File: src/iprc_pkg.sv
// package of offsets, field positions and reset values for the input pll receiver config bank
package iprc_pkg;
	// ********************************
	// register offsets
	// ********************************
	localparam logic [9:0] IPRC_ADDR_CP_CURRENT = 10'h018;
	localparam logic [9:0] IPRC_ADDR_CP_MODE = 10'h019;
	localparam logic [9:0] IPRC_ADDR_RX_CTRL = 10'h01a;
	localparam logic [9:0] IPRC_ADDR_FB_SE = 10'h01b;

	// ********************************
	// reset values
	// ********************************
	localparam logic [7:0] IPRC_RST_CP_CURRENT = 8'h00;
	localparam logic [7:0] IPRC_RST_CP_MODE = 8'h08;
	localparam logic [7:0] IPRC_RST_RX_CTRL = 8'h00;
	localparam logic [7:0] IPRC_RST_FB_SE = 8'h00;

	// ********************************
	// writable bit masks (reserved bits stay zero)
	// ********************************
	localparam logic [7:0] IPRC_MASK_CP_CURRENT = 8'hff;
	localparam logic [7:0] IPRC_MASK_CP_MODE = 8'h1f;
	localparam logic [7:0] IPRC_MASK_RX_CTRL = 8'hff;
	localparam logic [7:0] IPRC_MASK_FB_SE = 8'h3f;

	// ********************************
	// field positions
	// ********************************
	localparam int IPRC_BIT_CP_TRISTATE = 7;
	localparam int IPRC_BIT_ABL_OVERRIDE = 4;
	localparam int IPRC_POS_ABL_WIDTH = 2;
	localparam int IPRC_POS_CP_MODE = 0;
	localparam int IPRC_BIT_TEST_EN = 7;
	localparam int IPRC_BIT_SEC_DIFF = 6;
	localparam int IPRC_BIT_PRI_DIFF = 5;
	localparam int IPRC_BIT_SEC_EN = 4;
	localparam int IPRC_BIT_PRI_EN = 3;
	localparam int IPRC_BIT_PD_CTRL = 2;
	localparam int IPRC_BIT_OSC_SEL = 1;
	localparam int IPRC_BIT_OSC_DIFF = 0;
	localparam int IPRC_BIT_ZD_MODE = 5;
	localparam int IPRC_BIT_FB_OSC = 4;
	localparam int IPRC_BIT_ZD_SEL = 3;
	localparam int IPRC_BIT_ZD_DIFF = 2;
	localparam int IPRC_BIT_SEC_SEL = 1;
	localparam int IPRC_BIT_PRI_SEL = 0;

	// ********************************
	// antibacklash and pump encodings
	// ********************************
	localparam logic [1:0] IPRC_ABL_HIGH = 2'h2;

	typedef enum logic [1:0] {
		IPRC_CP_TRISTATE = 2'h0,
		IPRC_CP_UP = 2'h1,
		IPRC_CP_DOWN = 2'h2,
		IPRC_CP_NORMAL = 2'h3
	} iprc_cp_mode_type;
endpackage

File: src/iprc_input_pll_receiver_config_regs.sv
// input pll charge pump and receiver configuration register bank
// Summary of operation
// - charge pump tristate bit set forces the pump output to high impedance.
// - seven-bit field sets pump current, about half a microamp per step.
// - override clear forces high antibacklash; set lets the width field choose.
// - antibacklash width decodes 00 min, 01 low, 10 high, 11 max; resets high.
// - pump mode decodes 00 tristate, 01 up, 10 down, 11 normal.
// - test reference receiver enabled when its bit is one; off after reset.
// - secondary reference differential when bit set, else single-ended with pin select.
// - primary reference differential when bit set, else single-ended with pin select.
// - power-down control clear keeps both receivers on; set uses per-receiver enables.
// - oscillator single-ended select one picks negative pin, zero picks positive.
// - oscillator receiver differential when its bit is one, else single-ended.
// - feedback bit one uses oscillator receiver; zero uses zero-delay path.
// - zero-delay mode honoured only with feedback bit zero; selects internal or external.
// - zero-delay receiver differential when its bit is one, else single-ended.
// - zero-delay pin select honoured only while that receiver is single-ended.
// - secondary reference pin select honoured only while its differential bit is zero.
// - primary reference pin select honoured only while its differential bit is zero.
`timescale 1ns/1ps
module iprc_input_pll_receiver_config_regs
	import iprc_pkg::*;
(
	// clock and reset
	input wire logic mclk,
	input wire logic srst,
	// register access from the serial control port
	input wire logic [9:0] reg_addr,
	input wire logic reg_wr,
	input wire logic [7:0] reg_wdata,
	output logic [7:0] reg_rdata,
	// input pll charge pump controls
	output logic cp_tristate,
	output logic [6:0] cp_current,
	output iprc_cp_mode_type cp_mode,
	output logic [1:0] abl_width,
	// reference receivers
	output logic test_ref_enable,
	output logic primary_reference_enable,
	output logic primary_reference_diff,
	output logic primary_reference_se_sel,
	output logic secondary_reference_enable,
	output logic secondary_reference_diff,
	output logic secondary_reference_se_sel,
	// oscillator input receiver
	output logic oscillator_input_diff,
	output logic oscillator_input_neg_sel,
	// feedback and zero-delay receiver
	output logic fb_from_oscillator,
	output logic zero_delay_input_enable,
	output logic zero_delay_internal,
	output logic zero_delay_input_diff,
	output logic zero_delay_input_se_sel
);
	// ********************************
	// register storage
	// ********************************
	logic [7:0] cp_current_q;
	logic [7:0] cp_mode_q;
	logic [7:0] rx_ctrl_q;
	logic [7:0] fb_se_q;
	logic hit_cp_current;
	logic hit_cp_mode;
	logic hit_rx_ctrl;
	logic hit_fb_se;

	// address decode of the four registers
	assign hit_cp_current = (reg_addr == IPRC_ADDR_CP_CURRENT);
	assign hit_cp_mode = (reg_addr == IPRC_ADDR_CP_MODE);
	assign hit_rx_ctrl = (reg_addr == IPRC_ADDR_RX_CTRL);
	assign hit_fb_se = (reg_addr == IPRC_ADDR_FB_SE);

	// one register instance per address; masks hold reserved bits at zero
	iprc_reg8 #(.RESET_VALUE(IPRC_RST_CP_CURRENT), .WRITE_MASK(IPRC_MASK_CP_CURRENT)) u_cp_current (
		.mclk(mclk),
		.srst(srst),
		.wr_en(reg_wr & hit_cp_current),
		.wr_data(reg_wdata),
		.value(cp_current_q)
	);
	iprc_reg8 #(.RESET_VALUE(IPRC_RST_CP_MODE), .WRITE_MASK(IPRC_MASK_CP_MODE)) u_cp_mode (
		.mclk(mclk),
		.srst(srst),
		.wr_en(reg_wr & hit_cp_mode),
		.wr_data(reg_wdata),
		.value(cp_mode_q)
	);
	iprc_reg8 #(.RESET_VALUE(IPRC_RST_RX_CTRL), .WRITE_MASK(IPRC_MASK_RX_CTRL)) u_rx_ctrl (
		.mclk(mclk),
		.srst(srst),
		.wr_en(reg_wr & hit_rx_ctrl),
		.wr_data(reg_wdata),
		.value(rx_ctrl_q)
	);
	iprc_reg8 #(.RESET_VALUE(IPRC_RST_FB_SE), .WRITE_MASK(IPRC_MASK_FB_SE)) u_fb_se (
		.mclk(mclk),
		.srst(srst),
		.wr_en(reg_wr & hit_fb_se),
		.wr_data(reg_wdata),
		.value(fb_se_q)
	);

	// ********************************
	// read back
	// ********************************
	logic [7:0] rdata_next;
	logic [7:0] rdata_reg;

	// unmapped addresses read zero
	assign rdata_next = hit_cp_current ? cp_current_q :
		hit_cp_mode ? cp_mode_q :
		hit_rx_ctrl ? rx_ctrl_q :
		hit_fb_se ? fb_se_q : 8'h00;

	// registered so read data comes from flip-flops
	always_ff @(posedge mclk) begin
		if (srst) begin
			rdata_reg <= 8'h00;
		end else begin
			rdata_reg <= rdata_next;
		end
	end
	assign reg_rdata = rdata_reg;

	// ********************************
	// charge pump decode
	// ********************************
	logic [1:0] abl_field;
	logic abl_override;
	logic [1:0] abl_next;

	assign cp_tristate = cp_current_q[IPRC_BIT_CP_TRISTATE];
	assign cp_current = cp_current_q[6:0];
	assign cp_mode = iprc_cp_mode_type'(cp_mode_q[IPRC_POS_CP_MODE +: 2]);

	// automatic high setting until software takes control
	assign abl_field = cp_mode_q[IPRC_POS_ABL_WIDTH +: 2];
	assign abl_override = cp_mode_q[IPRC_BIT_ABL_OVERRIDE];
	assign abl_next = abl_override ? abl_field : IPRC_ABL_HIGH;
	assign abl_width = abl_next;

	// ********************************
	// reference receiver decode
	// ********************************
	logic pd_ctrl;
	logic pri_diff;
	logic sec_diff;

	assign test_ref_enable = rx_ctrl_q[IPRC_BIT_TEST_EN];
	assign pd_ctrl = rx_ctrl_q[IPRC_BIT_PD_CTRL];
	// without power-down control both receivers stay on regardless of their enables
	assign primary_reference_enable = ~pd_ctrl | rx_ctrl_q[IPRC_BIT_PRI_EN];
	assign secondary_reference_enable = ~pd_ctrl | rx_ctrl_q[IPRC_BIT_SEC_EN];

	assign pri_diff = rx_ctrl_q[IPRC_BIT_PRI_DIFF];
	assign sec_diff = rx_ctrl_q[IPRC_BIT_SEC_DIFF];
	assign primary_reference_diff = pri_diff;
	assign secondary_reference_diff = sec_diff;
	// pin select is gated off in differential mode so the analog side sees a clean zero
	assign primary_reference_se_sel = ~pri_diff & fb_se_q[IPRC_BIT_PRI_SEL];
	assign secondary_reference_se_sel = ~sec_diff & fb_se_q[IPRC_BIT_SEC_SEL];

	// ********************************
	// oscillator input decode
	// ********************************
	assign oscillator_input_diff = rx_ctrl_q[IPRC_BIT_OSC_DIFF];
	assign oscillator_input_neg_sel = ~rx_ctrl_q[IPRC_BIT_OSC_DIFF] & rx_ctrl_q[IPRC_BIT_OSC_SEL];

	// ********************************
	// feedback and zero-delay decode
	// ********************************
	logic fb_osc;
	logic zd_mode;
	logic zd_diff;

	assign fb_osc = fb_se_q[IPRC_BIT_FB_OSC];
	assign zd_mode = fb_se_q[IPRC_BIT_ZD_MODE];
	assign zd_diff = fb_se_q[IPRC_BIT_ZD_DIFF];
	assign fb_from_oscillator = fb_osc;
	// mode bit ignored once feedback comes from the oscillator receiver
	assign zero_delay_internal = ~fb_osc & zd_mode;
	assign zero_delay_input_enable = ~fb_osc & ~zd_mode;
	assign zero_delay_input_diff = zd_diff;
	assign zero_delay_input_se_sel = ~zd_diff & fb_se_q[IPRC_BIT_ZD_SEL];
endmodule

File: src/iprc_reg8.sv
// one 8-bit configuration register with writable-bit mask
`timescale 1ns/1ps
module iprc_reg8 #(
	parameter logic [7:0] RESET_VALUE = 8'h00,
	parameter logic [7:0] WRITE_MASK = 8'hff
) (
	// clock and reset
	input wire logic mclk,
	input wire logic srst,
	// write side
	input wire logic wr_en,
	input wire logic [7:0] wr_data,
	// stored value
	output logic [7:0] value
);
	logic [7:0] value_reg;
	logic [7:0] value_next;

	// masked bits never change, so reserved bits read zero
	assign value_next = wr_en ? (wr_data & WRITE_MASK) : value_reg;
	assign value = value_reg;

	// storage
	always_ff @(posedge mclk) begin
		if (srst) begin
			value_reg <= RESET_VALUE & WRITE_MASK;
		end else begin
			value_reg <= value_next;
		end
	end
endmodule

File: config.mk
export PLATFORM = sky130hd
export DESIGN_NAME = iprc_input_pll_receiver_config_regs
export DESIGN_NICKNAME = d
export VERILOG_FILES = /design/src/iprc_pkg.sv /design/src/iprc_input_pll_receiver_config_regs.sv /design/src/iprc_reg8.sv
export SDC_FILE = /design/constraint.sdc
export NUM_CORES = 1
export LEC_CHECK = 0
export BUFFER_PORTS_ARGS = -buffer_cell sky130_fd_sc_hd__buf_2
export CAP_MARGIN = 25
export CORE_ASPECT_RATIO = 0.7
export CORE_MARGIN = 1
export CORE_UTILIZATION = 39
export CTS_CLUSTER_DIAMETER = 60
export DETAILED_ROUTE_END_ITERATION = 16
export PLACE_DENSITY = 0.63
export SLEW_MARGIN = 20
export SYNTH_ARGS = -nofsm -noshare
export SYNTH_HDL_FRONTEND = slang
export SYNTH_SLANG_ARGS = --single-unit
File: constraint.sdc
create_clock -name mclk -period 1.7 [get_ports mclk]
set_clock_uncertainty 0.05 [all_clocks]
set_input_delay 0.255 -clock mclk [delete_from_list [all_inputs] [get_ports mclk]]
set_output_delay 0.255 -clock mclk [all_outputs]
set_load 0.01 [all_outputs]
==> impl_table.tex, run 1 <==
\begin{tabular}{lr}
\hline
Metric & Value \\
\hline
\multicolumn{2}{l}{\textbf{Drt}} \\
Total vias in the final route & between 1k and 1.5k \\
Per-cell via count in the routed design & 5.00 \\
Number of violations reported at the end of detailed-routing iteration 0 & 43 \\
Per-cell routed wire length & 14.6 µm \\
Number of nets with antenna violations after detailed routing & 0 \\
Count of unresolved DRC violations after routing & 0 \\
Number of detailed-route iterations in the first pass & 4 \\
Drt total wl & 3.72 mm \\
\multicolumn{2}{l}{\textbf{Clock tree}} \\
\# hold bufs at CTS & 0 \\
CTS HTree Levels & 2 \\
Number of setup buffers added after CTS & 0 \\
Number of CTS-inserted buffers & 5 \\
Deepest clock path buffer count & 2 \\
Number of sinks handled by clock tree synthesis & 35 \\
Clock transition time at the flip-flop clock pins of the worst setup and hold paths & 0.07 ns \\
CTS root buffer & sky130\_fd\_sc\_hd\_\_clkbuf\_8 \\
Insertion delay to the later sink of the worst-skew pair & about 0.27 ns \\
CTS tree & built \\
Quantity of gates resized following cts & 0 \\
\multicolumn{2}{l}{\textbf{Flow run}} \\
Number of max-cap violations & 0 \\
\multicolumn{2}{l}{\textbf{Final layout}} \\
Fill cell instance count of the final layout & approximately 380 \\
Total inserted antenna cells & 0 \\
Fin nets & 223 \\
Share of cells above drive strength 1 & 37.4\% \\
Area growth syn-to-layout & 26.9\% \\
Final instance area & 2040 µm² \\
Commonest cells after routing, fill and taps aside & sky130\_fd\_sc\_hd\_\_buf\_2, sky130\_fd\_sc\_hd\_\_nand2b\_1, sky130\_fd\_sc\_hd\_\_dfxtp\_1 \\
Core utilization of the finished layout & about half \\
Leading cell type in the layout, fill and taps excluded & sky130\_fd\_sc\_hd\_\_buf\_2 \\
\multicolumn{2}{l}{\textbf{Floorplan}} \\
Die Y-Extent & 55.7 µm \\
Die width & 78.8 µm \\
Initial cell density of the core & about two fifths \\
Number of core rows & 19 \\
I/O pin count & 55 \\
Core area & between 3000 and 4000 µm² \\
Die area & between 4000 and 5000 µm² \\
\multicolumn{2}{l}{\textbf{Power}} \\
Maximum VDD drop & about 0.00046 V \\
Power per cell area & 764 nW/µm² \\
Leakage dissipation & $\sim$1.1 nW \\
\multicolumn{2}{l}{\textbf{Worst setup path}} \\
Worst Path Required & 1.39 ns \\
Critical Path AT & 0.92 ns \\
Startpoint type of the worst setup path & flop \\
Max FO, Critical Path & 3 \\
Worst flop-to-flop path endpoint & reg\_rdata[2] \\
R2R cell count & 2 \\
Flop-to-flop setup slack & 0.57 ns \\
Critical path class & flop to output pin \\
Critical-path top delay cell & sky130\_fd\_sc\_hd\_\_dfxtp\_1 \\
Largest stage delay on the critical path & 0.38 ns \\
Critical Path End Type & output pin \\
Reg2reg start & u\_rx\_ctrl.value[2] \\
Cell Chain, Critical Path & nor2b\_1 -> buf\_2 \\
\multicolumn{2}{l}{\textbf{Synthesis}} \\
Mean instance size in the synthesized netlist & 11.2 µm² \\
Yosys warns & 0 \\
Unique cell type count in the Yosys netlist & 19 \\
Count of mapped cells out of synthesis & 144 \\
Post-synthesis register bit count & 35 \\
Syn\_nets & about 170 \\
Sequential share of the synthesized area & 43.5\% \\
Mapped Area & 1610 µm² \\
\multicolumn{2}{l}{\textbf{STA}} \\
Minimum setup slack in the final design & $\sim$0.47 ns \\
Setup-failing EPs final & 0 \\
Rel. slew slack & 63.1\% \\
Final Hold Fails & 0 \\
Final max-slew violation count & 0 \\
Unrepaired setup endpoints after global routing & false \\
Final setup TNS & 0 ns \\
Tmin final & 1.23 ns \\
Share of the clock period used by the worst path & about 72\% \\
Max Clock Freq & 814 MHz \\
Transition time at the pin with the least slew margin & 0.554 ns \\
\multicolumn{2}{l}{\textbf{Min path}} \\
Origin of the worst min-delay path & reg\_wdata[6] \\
Classification of the worst-slack hold path & input port to flop \\
Worst Hold End & u\_rx\_ctrl.value[6] \\
Cell depth of the worst hold path & 3 \\
\multicolumn{2}{l}{\textbf{Global route}} \\
Total routing resource utilization after global routing & 18.0\% \\
Final global-route overflow total & 0 \\
Number of global-route vias before repair & between 1k and 1.5k \\
Wire length of the first global-routing pass & 6.00 mm \\
Pin count of the biggest net entering global routing & 42 \\
Number of antenna violations at the first check in global routing & 0 \\
\multicolumn{2}{l}{\textbf{Place}} \\
DP HPWL & 2.71 mm \\
Global placement routability congestion & 0.699 \\
Post-placement setup slack & 0.176 ns \\
Port Buffers & 54 \\
Cell area after placement & 1940 µm² \\
\multicolumn{2}{l}{\textbf{Status}} \\
Run status & finished clean \\
\hline
\end{tabular}
metrics by stage:
stage	power, W	hold WS [ns]	std cells
6_report	0.00156	0.220	255
5_1_grt	0.00162	0.230	255
4_1_cts	0.00158	0.213	255
3_5_place_dp	0.000935	0.431	247
3_3_place_gp	0.000932	0.426	247
2_1_floorplan	0.000894	0.366	144
report_power, final:
| part | internal (W) | switching (W) |
|---|---|---|
| Combinational | 0.0000469 | 0.0000488 |
| Clock | 0.000370 | 0.000274 |
| Sequential | 0.000820 | 0.000000205 |
| Total | 0.00124 | 0.000323 |
cells in the mapped netlist:
cell type / number / area share (%)
sky130_fd_sc_hd__nor4b_4: 2 / 3.0
sky130_fd_sc_hd__mux2_2: 1 / 0.70
sky130_fd_sc_hd__buf_2: 2 / 0.62
sky130_fd_sc_hd__clkbuf_1: 4 / 0.93
sky130_fd_sc_hd__dfxtp_1: 35 / 44
sky130_fd_sc_hd__and2_1: 2 / 0.78
sky130_fd_sc_hd__nor3_1: 1 / 0.31
sky130_fd_sc_hd__nor3b_1: 5 / 2.3
sky130_fd_sc_hd__mux2i_1: 29 / 18
sky130_fd_sc_hd__nor2b_1: 7 / 2.7
sky130_fd_sc_hd__nand4_2: 2 / 1.6
sky130_fd_sc_hd__buf_4: 2 / 0.93
sky130_fd_sc_hd__nor2_1: 4 / 0.93
sky130_fd_sc_hd__nand2_1: 1 / 0.23
sky130_fd_sc_hd__a22oi_1: 1 / 0.47
sky130_fd_sc_hd__nand2b_1: 37 / 14
sky130_fd_sc_hd__mux4_2: 5 / 7.0
sky130_fd_sc_hd__nand4_1: 2 / 0.78
sky130_fd_sc_hd__nor4_1: 2 / 0.78
critical path: cells and delay by family, from the launching register on:
| kind | cells | cell delay (ns) |
|---|---|---|
| buf+inv | 1 | 0.13 |
| simple gates | 1 | 0.14 |
| flops | 1 | 0.38 |
routing by layer:
metal | global-route usage, % | routed length (µm)
met3 | 6.07 | 213
met5 | 0 | 0
met1 | 22.3 | 1760
met4 | 4.76 | 11
met2 | 30.1 | 1740
worst max path at each step:
stage                     start                        to  slack [ns]  cells past startpoint
3_3_place_gp        reg_addr[5]              reg_rdata[6]        0.27                      4
5_1_grt             reg_addr[5]              reg_rdata[6]        0.40                      4
6_report       u_fb_se.value[0]  primary_reference_se_sel        0.47                      2
4_1_cts        u_fb_se.value[0]  primary_reference_se_sel        0.46                      2
2_1_floorplan       reg_addr[5]          u_fb_se.value[0]        0.34                      3
3_5_place_dp        reg_addr[7]              reg_rdata[7]        0.18                      4
cell type report:
type	count	area, µm²	area share [%]
Multi-Input combinational cell	101	868	42.5
Sequential cell	35	701	34.3
Tap cell	52	65.1	3.19
Timing Repair Buffer	59	308	15.1
Clock buffer	8	100	4.90
cell families (layout without fill, tap and decap cells):
kind of cell,count (synthesis),count (layout),synth area share [%]
AOI/OAI and AO/OA,1,1,0.467
DFF,35,35,43.5
and+or+nand+nor,65,65,27.8
buffers and inverters,8,67,2.49
muxes,35,35,25.7
Note: power is estimated with default switching activity, not from simulation.
==> inputs of run 2 (changes only) <==
--- a/config.mk
+++ b/config.mk
@@ -5,6 +5,7 @@
 export SDC_FILE = /design/constraint.sdc
 export NUM_CORES = 1
 export LEC_CHECK = 0
+export ABC_AREA = 1
 export BUFFER_PORTS_ARGS = -buffer_cell sky130_fd_sc_hd__buf_2
 export CAP_MARGIN = 25
 export CORE_ASPECT_RATIO = 0.7
@@ -12,7 +13,7 @@
 export CORE_UTILIZATION = 39
 export CTS_CLUSTER_DIAMETER = 60
 export DETAILED_ROUTE_END_ITERATION = 16
-export PLACE_DENSITY = 0.63
+export PLACE_DENSITY = 0.65
 export SLEW_MARGIN = 20
 export SYNTH_ARGS = -nofsm -noshare
 export SYNTH_HDL_FRONTEND = slang
==> constraint.sdc (replaced) <==
create_clock -name mclk -period 1.1 [get_ports mclk]
set_clock_uncertainty 0.05 [all_clocks]
set_input_delay 0.165 -clock mclk [delete_from_list [all_inputs] [get_ports mclk]]
set_output_delay 0.165 -clock mclk [all_outputs]
set_load 0.01 [all_outputs]
==> run 2 against run 1 <==
Net effect: clock power rose by 44%; utilization rose by 9.3 points; die area rose by 4.7%; power rose by 55%; register-to-register slack got worse by 0.49 ns; critical path depth rose by 1; clock-buffer cell count fell by 2; first-iteration DRC count rose to 2.6 times the previous value; via count rose by 40%; wire length rose by 27%; sequential power rose by 55%; hold slack got worse by 0.12 ns; critical path type unchanged; largest cell class unchanged.
==> impl_table.tex, run 2 <==
\begin{tabular}{lr}
\hline
Metric & Value \\
\hline
\multicolumn{2}{l}{\textbf{Final layout}} \\
Area growth syn-to-layout & 46.2\% \\
Share of cells above drive strength 1 & 46.9\% (+9.5 points) \\
Total inserted antenna cells & 0 (unchanged) \\
Commonest cells after routing, fill and taps aside & sky130\_fd\_sc\_hd\_\_buf\_2, sky130\_fd\_sc\_hd\_\_nand2\_1, sky130\_fd\_sc\_hd\_\_inv\_1 \\
Fin nets & 345 (+55\%) \\
Fill cell instance count of the final layout & 391 (+4.0\%) \\
Leading cell type in the layout, fill and taps excluded & sky130\_fd\_sc\_hd\_\_buf\_2 \\
Core utilization of the finished layout & 61.1\% (+9.3 points) \\
Non-Filler Instances & 376 (+47\%) \\
\multicolumn{2}{l}{\textbf{STA}} \\
Final max-slew violation count & 0 (unchanged) \\
Rel. slew slack & 84.5\% (+21 points) \\
Unrepaired setup endpoints after global routing & true \\
Final Hold Fails & 0 (unchanged) \\
Share of the clock period used by the worst path & 98.4\% \\
Max Clock Freq & between 900 and 1000 MHz \\
Minimum setup slack in the final design & 0.0176 ns (-0.453 ns) \\
Tmin final & 1.08 ns \\
Transition time at the pin with the least slew margin & 0.232 ns (-0.322 ns) \\
Setup-failing EPs final & 0 (unchanged) \\
\multicolumn{2}{l}{\textbf{Synthesis}} \\
Yosys warns & 0 (unchanged) \\
Largest cells by area after synthesis & sky130\_fd\_sc\_hd\_\_dfxtp\_1, sky130\_fd\_sc\_hd\_\_inv\_1, sky130\_fd\_sc\_hd\_\_nand2\_1 \\
Async set-or-reset flop fraction in the synthesized netlist & 0\% (unchanged) \\
Count of flip-flops with a built-in enable after synthesis & 0 (unchanged) \\
Simple-gate portion of the synthesized area & 29.2\% (+1.4 points) \\
Fraction of the mapped netlist area in compound gates & 15.9\% (+15 points) \\
Synthesized-area fraction occupied by xor and xnor cells & 0\% (unchanged) \\
Share of the synthesized area in the top cell type & 41.5\% (-2.0 points) \\
Mux cell area share after synthesis & 0\% (-26 points) \\
Post-synth top area cell & sky130\_fd\_sc\_hd\_\_dfxtp\_1 \\
Mapped Area & 1690 µm² (+4.9\%) \\
Syn\_nets & 265 (+61\%) \\
Mean instance size in the synthesized netlist & 6.92 µm² (-38\%) \\
Most common cell in the netlist & sky130\_fd\_sc\_hd\_\_inv\_1 \\
Post-synthesis adder-cell area fraction & 0\% (unchanged) \\
Unique cell type count in the Yosys netlist & 22 (+3) \\
Sequential share of the synthesized area & 41.5\% (-2.0 points) \\
Ranking of synthesized cells by instance count & sky130\_fd\_sc\_hd\_\_inv\_1, sky130\_fd\_sc\_hd\_\_nand2\_1, sky130\_fd\_sc\_hd\_\_dfxtp\_1 \\
Main combinational cell family by area after synthesis & simple AND/OR/NAND/NOR gates \\
Count of mapped cells out of synthesis & 244 (+69\%) \\
Predominant post-synthesis flop cell & sky130\_fd\_sc\_hd\_\_dfxtp\_1 \\
Post-synthesis register bit count & 35 (unchanged) \\
\multicolumn{2}{l}{\textbf{Place}} \\
Port Buffers & 54 (unchanged) \\
DP HPWL & 3.50 mm (+29\%) \\
\# placed instances & 364 (+47\%) \\
Global placement routability congestion & 0.901 (+29\%) \\
Post-placement setup slack & -0.278 ns (-0.454 ns) \\
\multicolumn{2}{l}{\textbf{Status}} \\
Run status & finished clean \\
\multicolumn{2}{l}{\textbf{Power}} \\
Cell internal power dissipation & 0.00185 W (+50\%) \\
Portion of total power attributed to sequential cells & 52.3\% (-0.3 points) \\
Proportion of total power due to net switching & 23.4\% (+2.7 points) \\
Relative contribution of combinational cells to total power & 9.5\% (+3.4 points) \\
Power per cell area & 981 nW/µm² (+29\%) \\
Maximum VDD drop & 0.000649 V (+40\%) \\
Switch Pwr & 0.000567 W (+76\%) \\
Leakage dissipation & 1.13 nW (+7.2\%) \\
Part of the total power dissipated in the clock network & 38.2\% (-3.1 points) \\
Pwr Total & 0.00242 W (+55\%) \\
\multicolumn{2}{l}{\textbf{Drt}} \\
Total vias in the final route & 1790 (+40\%) \\
Per-cell via count in the routed design & 4.76 (-4.8\%) \\
Count of unresolved DRC violations after routing & 0 (unchanged) \\
Number of nets with antenna violations after detailed routing & 0 (unchanged) \\
Number of detailed-route iterations in the first pass & 5 (+1) \\
Per-cell routed wire length & 12.6 µm (-14\%) \\
Number of violations reported at the end of detailed-routing iteration 0 & 113 (+160\%) \\
Drt total wl & 4.73 mm (+27\%) \\
\multicolumn{2}{l}{\textbf{Clock tree}} \\
Insertion delay to the later sink of the worst-skew pair & 0.28 ns (about the same) \\
Number of CTS-inserted buffers & 5 (unchanged) \\
CTS root buffer & sky130\_fd\_sc\_hd\_\_clkbuf\_8 \\
\# hold bufs at CTS & 0 (unchanged) \\
Number of sinks handled by clock tree synthesis & 35 (unchanged) \\
CTS HTree Levels & 2 (unchanged) \\
Deepest clock path buffer count & 2 (unchanged) \\
Clock transition time at the flip-flop clock pins of the worst setup and hold paths & 0.07 ns (about the same) \\
CTS tree & built \\
\multicolumn{2}{l}{\textbf{Worst setup path}} \\
Critical-path top delay cell & sky130\_fd\_sc\_hd\_\_dfxtp\_2 \\
Startpoint type of the worst setup path & flop \\
Flop-to-flop setup slack & 0.08 ns (-0.49 ns) \\
Buffer and inverter count on the worst path & 2 (+1) \\
Cell Chain, Critical Path & inv\_2 -> nor2\_1 -> buf\_2 \\
Critical Path End Type & output pin \\
Largest stage delay on the critical path & 0.35 ns (-0.03 ns) \\
Critical path's top delay family & flip-flops \\
Worst Path Required & 0.88 ns (-0.51 ns) \\
Max FO, Critical Path & 3 (unchanged) \\
Critical path class & flop to output pin \\
Critical Path AT & 0.87 ns (-0.05 ns) \\
\multicolumn{2}{l}{\textbf{Floorplan}} \\
Die Y-Extent & 57.0 µm (+2.3\%) \\
I/O pin count & 55 (unchanged) \\
Initial cell density of the core & 41.8\% (+0.99 points) \\
Core area & 4040 µm² (+2.4\%) \\
Die area & 4600 µm² (+4.7\%) \\
Number of core rows & 19 (unchanged) \\
Die width & 80.6 µm (+2.4\%) \\
\multicolumn{2}{l}{\textbf{Global route}} \\
Busiest metal layer after global routing & met2 \\
Total routing resource utilization after global routing & 21.2\% (+3.2 points) \\
Number of antenna violations at the first check in global routing & 0 (unchanged) \\
Met2 usage in global routing & 31.4\% (+1.3 points) \\
Pin count of the biggest net entering global routing & 25 (-40\%) \\
Wire length of the first global-routing pass & 7.26 mm (+21\%) \\
Final global-route overflow total & 0 (unchanged) \\
Number of global-route vias before repair & 1540 (+17\%) \\
GR Layer Usage met3 & 5.76\% (-0.31 points) \\
Met1 Use GR & 30.8\% (+8.6 points) \\
\multicolumn{2}{l}{\textbf{Min path}} \\
Classification of the worst-slack hold path & input port to flop \\
\multicolumn{2}{l}{\textbf{Flow run}} \\
Number of max-cap violations & 0 (unchanged) \\
\hline
\end{tabular}
[run 2: repair_timing]
action	in CTS	in global routing
pin swaps	0	12
endpoints found under the setup margin	2	36
cloned	0	0
gates resized for setup	2	46
setup buffers	1	4
[run 2: power groups by stage]
| stage | Sequential, W | Combinational (W) | Clock, W |
|---|---|---|---|
| 2_1_floorplan | 0.00130 | 0.0000833 | 0 |
| 3_3_place_gp | 0.00130 | 0.000203 | 0 |
| 3_5_place_dp | 0.00130 | 0.000204 | 0 |
| 4_1_cts | 0.00127 | 0.000206 | 0.000942 |
| 5_1_grt | 0.00127 | 0.000249 | 0.00102 |
| 6_report | 0.00127 | 0.000230 | 0.000924 |
[run 2: routing by layer]
| layer | vias to the layer above | part of all wire, % |
|---|---|---|
| li1 | 928 | - |
| met1 | 809 | 49 |
| met2 | 51 | 44 |
| met3 | 2 | 6.8 |
| met4 | 0 | 0.34 |
| met5 | - | 0 |
[run 2: final timing paths]
| path | startpoint | to | depth (start not counted) |
|---|---|---|---|
| worst max-delay path | u_fb_se.value[5] | zero_delay_internal | 3 |
| worst min-delay path | reg_wdata[7] | u_cp_current.value[7] | 3 |
| worst max register to register | u_rx_ctrl.value[1] | reg_rdata[1] | 7 |
| worst min register to register | u_cp_mode.value[3] | u_cp_mode.value[3] | 2 |
[run 2: worst reg2reg max path, cell delays in order (launching register included)]
cell and delay [ns]:
sky130_fd_sc_hd__dfxtp_2 0.33, sky130_fd_sc_hd__inv_2 0.04, sky130_fd_sc_hd__buf_4 0.12, sky130_fd_sc_hd__nand3_2 0.06, sky130_fd_sc_hd__nand2_1 0.06, sky130_fd_sc_hd__nor2_2 0.15
sky130_fd_sc_hd__nor2_2 0.06, sky130_fd_sc_hd__nor2_1 0.10
[run 2: layout make-up]
cell class,count,area [µm²],share of cell area [%]
Timing Repair Buffer,83,549,22.3
Tap cell,52,65.1,2.64
Sequential cell,35,716,29.0
Inverter,42,164,6.64
Clock buffer,6,82.6,3.35
Clock inverter,1,5.00,0.203
Multi-Input combinational cell,157,886,35.9
[run 2: logic make-up (layout without fill, tap and decap cells)]
| logic type | Yosys count | count (layout) |
|---|---|---|
| flip-flops | 35 | 35 |
| AO/OA/AOI/OAI | 52 | 52 |
| AND/OR/NAND/NOR | 105 | 105 |
| buffers and inverters | 52 | 132 |
[run 2: per-stage QoR]
step | TNS [ns] | area (µm²) | hold WS [ns]
4_1_cts | 0 | 2310 | 0.0950
6_report | 0 | 2470 | 0.0996
2_1_floorplan | -0.533 | 1750 | 0.184
5_1_grt | -0.203 | 2470 | 0.108
3_5_place_dp | -7.38 | 2210 | 0.390
3_3_place_gp | -6.76 | 2210 | 0.390
==> inputs of run 3 (changes only) <==
--- a/config.mk
+++ b/config.mk
@@ -5,7 +5,6 @@
 export SDC_FILE = /design/constraint.sdc
 export NUM_CORES = 1
 export LEC_CHECK = 0
-export ABC_AREA = 1
 export BUFFER_PORTS_ARGS = -buffer_cell sky130_fd_sc_hd__buf_2
 export CAP_MARGIN = 25
 export CORE_ASPECT_RATIO = 0.7
==> run 3 against run 2 <==
Net effect: the run now ends with setup timing left; cell area is essentially flat; combinational power decreased by 28%; final cell count fell by 24%; non-clock buffer count grew 8; die area is 4.5% lower; wire length decreased by 11%; global-route usage fell by 0.93 points; hold slack gained 0.0034 ns; worst setup slack got worse by 0.12 ns; first-iteration DRC count decreased by 52%.
==> impl_table.tex, run 3 (synthesized netlist as in run 1, its figures left out) <==
\begin{tabular}{lr}
\hline
Metric & Value \\
\hline
\multicolumn{2}{l}{\textbf{Global route}} \\
Number of global-route vias before repair & 1455 (-5.5\%) \\
Final global-route overflow total & 0 (unchanged) \\
Pin count of the biggest net entering global routing & 45 (+80\%) \\
Wire length of the first global-routing pass & 6.79 mm (-6.5\%) \\
Number of antenna violations at the first check in global routing & 0 (unchanged) \\
Total routing resource utilization after global routing & 20.3\% (-0.93 points) \\
\multicolumn{2}{l}{\textbf{Floorplan}} \\
Initial cell density of the core & 40.8\% (-0.99 points) \\
Die width & 78.8 µm (-2.3\%) \\
Die area & 4390 µm² (-4.5\%) \\
Number of core rows & 19 (unchanged) \\
Die Y-Extent & 55.7 µm (-2.3\%) \\
I/O pin count & 55 (unchanged) \\
Core area & 3950 µm² (-2.4\%) \\
\multicolumn{2}{l}{\textbf{Final layout}} \\
Fill cell instance count of the final layout & 333 (-15\%) \\
Share of cells above drive strength 1 & 57.4\% (+11 points) \\
Leading cell type in the layout, fill and taps excluded & sky130\_fd\_sc\_hd\_\_buf\_2 \\
Core utilization of the finished layout & 62.6\% (+1.5 points) \\
Fin nets & 255 (-26\%) \\
Area growth syn-to-layout & 53.4\% \\
Commonest cells after routing, fill and taps aside & sky130\_fd\_sc\_hd\_\_buf\_2, sky130\_fd\_sc\_hd\_\_nand2b\_1, sky130\_fd\_sc\_hd\_\_mux2i\_1 \\
Multi-input combinational cell area & 923 µm² (+4.2\%) \\
Total inserted antenna cells & 0 (unchanged) \\
Reg area & 723 µm² (+1.0\%) \\
\multicolumn{2}{l}{\textbf{Power}} \\
Power per cell area & 997 nW/µm² (+1.6\%) \\
Maximum VDD drop & 0.000624 V (-3.9\%) \\
Leakage dissipation & 1.27 nW (+12\%) \\
\multicolumn{2}{l}{\textbf{Status}} \\
Violations in the final reports & setup timing \\
Run status & finished, violations left \\
\multicolumn{2}{l}{\textbf{Worst setup path}} \\
Worst flop-to-flop path endpoint & reg\_rdata[3] \\
Critical Path End Type & output pin \\
Flop-to-flop setup slack & -0.02 ns (-0.10 ns) \\
Reg2reg start & u\_fb\_se.value[3] \\
Startpoint type of the worst setup path & flop \\
Critical Path AT & 0.99 ns (+0.12 ns) \\
Worst Path Required & 0.88 ns (about the same) \\
R2R cell count & 2 (-5) \\
Critical path class & flop to output pin \\
Max FO, Critical Path & 2 (-1) \\
\multicolumn{2}{l}{\textbf{STA}} \\
Share of the clock period used by the worst path & 109\% (+11 points) \\
Final setup TNS & -0.760 ns (-0.760 ns) \\
Minimum setup slack in the final design & -0.101 ns (-0.118 ns) \\
Max Clock Freq & 833 MHz (-9.9\%) \\
Rel. slew slack & 58.2\% (-26 points) \\
Unrepaired setup endpoints after global routing & true \\
Setup-failing EPs final & 15 (+15) \\
Tmin final & 1.20 ns (+0.118 ns) \\
Final max-slew violation count & 0 (unchanged) \\
Transition time at the pin with the least slew margin & 0.627 ns (+0.395 ns) \\
Final Hold Fails & 0 (unchanged) \\
\multicolumn{2}{l}{\textbf{Clock tree}} \\
Number of CTS-inserted buffers & 5 (unchanged) \\
CTS tree & built \\
Clock transition time at the flip-flop clock pins of the worst setup and hold paths & 0.07 ns (about the same) \\
Deepest clock path buffer count & 2 (unchanged) \\
CTS root buffer & sky130\_fd\_sc\_hd\_\_clkbuf\_8 \\
Insertion delay to the later sink of the worst-skew pair & 0.29 ns (about the same) \\
Number of sinks handled by clock tree synthesis & 35 (unchanged) \\
CTS HTree Levels & 2 (unchanged) \\
\# hold bufs at CTS & 0 (unchanged) \\
\multicolumn{2}{l}{\textbf{Drt}} \\
Count of unresolved DRC violations after routing & 0 (unchanged) \\
Number of violations reported at the end of detailed-routing iteration 0 & 54 (-52\%) \\
Number of nets with antenna violations after detailed routing & 0 (unchanged) \\
Number of detailed-route iterations in the first pass & 4 (-1) \\
Per-cell via count in the routed design & 4.83 (+1.4\%) \\
Drt total wl & 4.22 mm (-11\%) \\
Per-cell routed wire length & 14.7 µm (+17\%) \\
Total vias in the final route & 1385 (-23\%) \\
\multicolumn{2}{l}{\textbf{Min path}} \\
Cell depth of the worst hold path & 3 (unchanged) \\
Origin of the worst min-delay path & reg\_wdata[3] \\
Classification of the worst-slack hold path & input port to flop \\
Worst Hold End & u\_cp\_mode.value[3] \\
\multicolumn{2}{l}{\textbf{Flow run}} \\
Number of max-cap violations & 0 (unchanged) \\
\multicolumn{2}{l}{\textbf{Place}} \\
DP HPWL & 2.90 mm (-17\%) \\
Port Buffers & 54 (unchanged) \\
Global placement routability congestion & 0.772 (-14\%) \\
Post-placement setup slack & -0.292 ns (-0.0142 ns) \\
\hline
\end{tabular}
-- run 3: changes by cell type in the layout (fill, tap and decap cells not counted), sizes merged, moves of 25 or more --
cell / change
nand2b: +37
a21oi: -25
nand2: -45
nor2: -36
inv: -40
mux2i: +29
-- run 3: worst max-delay path by stage --
| stage | startpoint | to | slack, ns |
|---|---|---|---|
| global placement | reg_addr[7] | reg_rdata[5] | -0.24 |
| floorplan | reg_addr[7] | u_fb_se.value[0] | -0.16 |
| CTS | u_cp_mode.value[2] | abl_width[0] | -0.09 |
| global route | u_cp_mode.value[2] | abl_width[0] | -0.12 |
| finish | u_cp_mode.value[2] | abl_width[0] | -0.10 |
| detailed placement | reg_addr[5] | u_cp_current.value[6] | -0.29 |
-- run 3: repair_timing --
action / in CTS / in global routing
endpoints found under the setup margin: 15 / 47
resized for setup: 34 / 18
setup buffers: 2 / 4
pin swaps: 1 / 1
-- run 3: through the flow --
| stage | hold WS, ns | std cells | instance area [µm²] | power [W] |
|---|---|---|---|---|
| 4_1_cts | 0.101 | 283 | 2370 | 0.00247 |
| 2_1_floorplan | 0.276 | 144 | 1610 | 0.00138 |
| 6_report | 0.103 | 287 | 2470 | 0.00246 |
| 3_3_place_gp | 0.388 | 273 | 2140 | 0.00145 |
| 3_5_place_dp | 0.402 | 273 | 2140 | 0.00146 |
| 5_1_grt | 0.115 | 287 | 2470 | 0.00255 |
-- run 3: where the power goes --
group / total (W) / leakage [nW] / switching (W) / internal (W)
Combinational: 0.000166 / 0.932 / 0.0000807 / 0.0000854
Clock: 0.00103 / 0.0515 / 0.000456 / 0.000572
Sequential: 0.00127 / 0.290 / 0.000000279 / 0.00127
Total: 0.00246 / 1.27 / 0.000537 / 0.00192
-- run 3: layout make-up --
class | count | area share, %
multi-input cells | 101 | 37.4
flip-flops and latches | 35 | 29.3
repair buffers | 91 | 26.6
clock buffers | 8 | 4.05
well taps | 52 | 2.64
-- run 3: metal layers --
metal  part of all wire, %  vias to the layer above  wire [µm]  GRT usage [%]
met5                     0                        -          0              0
met4                   1.1                        0         48           6.35
met3                   5.8                        7        247           5.57
met2                    47                       42       1990           32.4
met1                    46                      660       1930           26.5
li1                      -                      676          -              -
-- run 3: worst max-delay path: stages (launching register included) --
cell	delay [ns]
sky130_fd_sc_hd__dfxtp_2	0.34
sky130_fd_sc_hd__buf_6	0.11
sky130_fd_sc_hd__and2_4	0.14
sky130_fd_sc_hd__buf_6	0.11
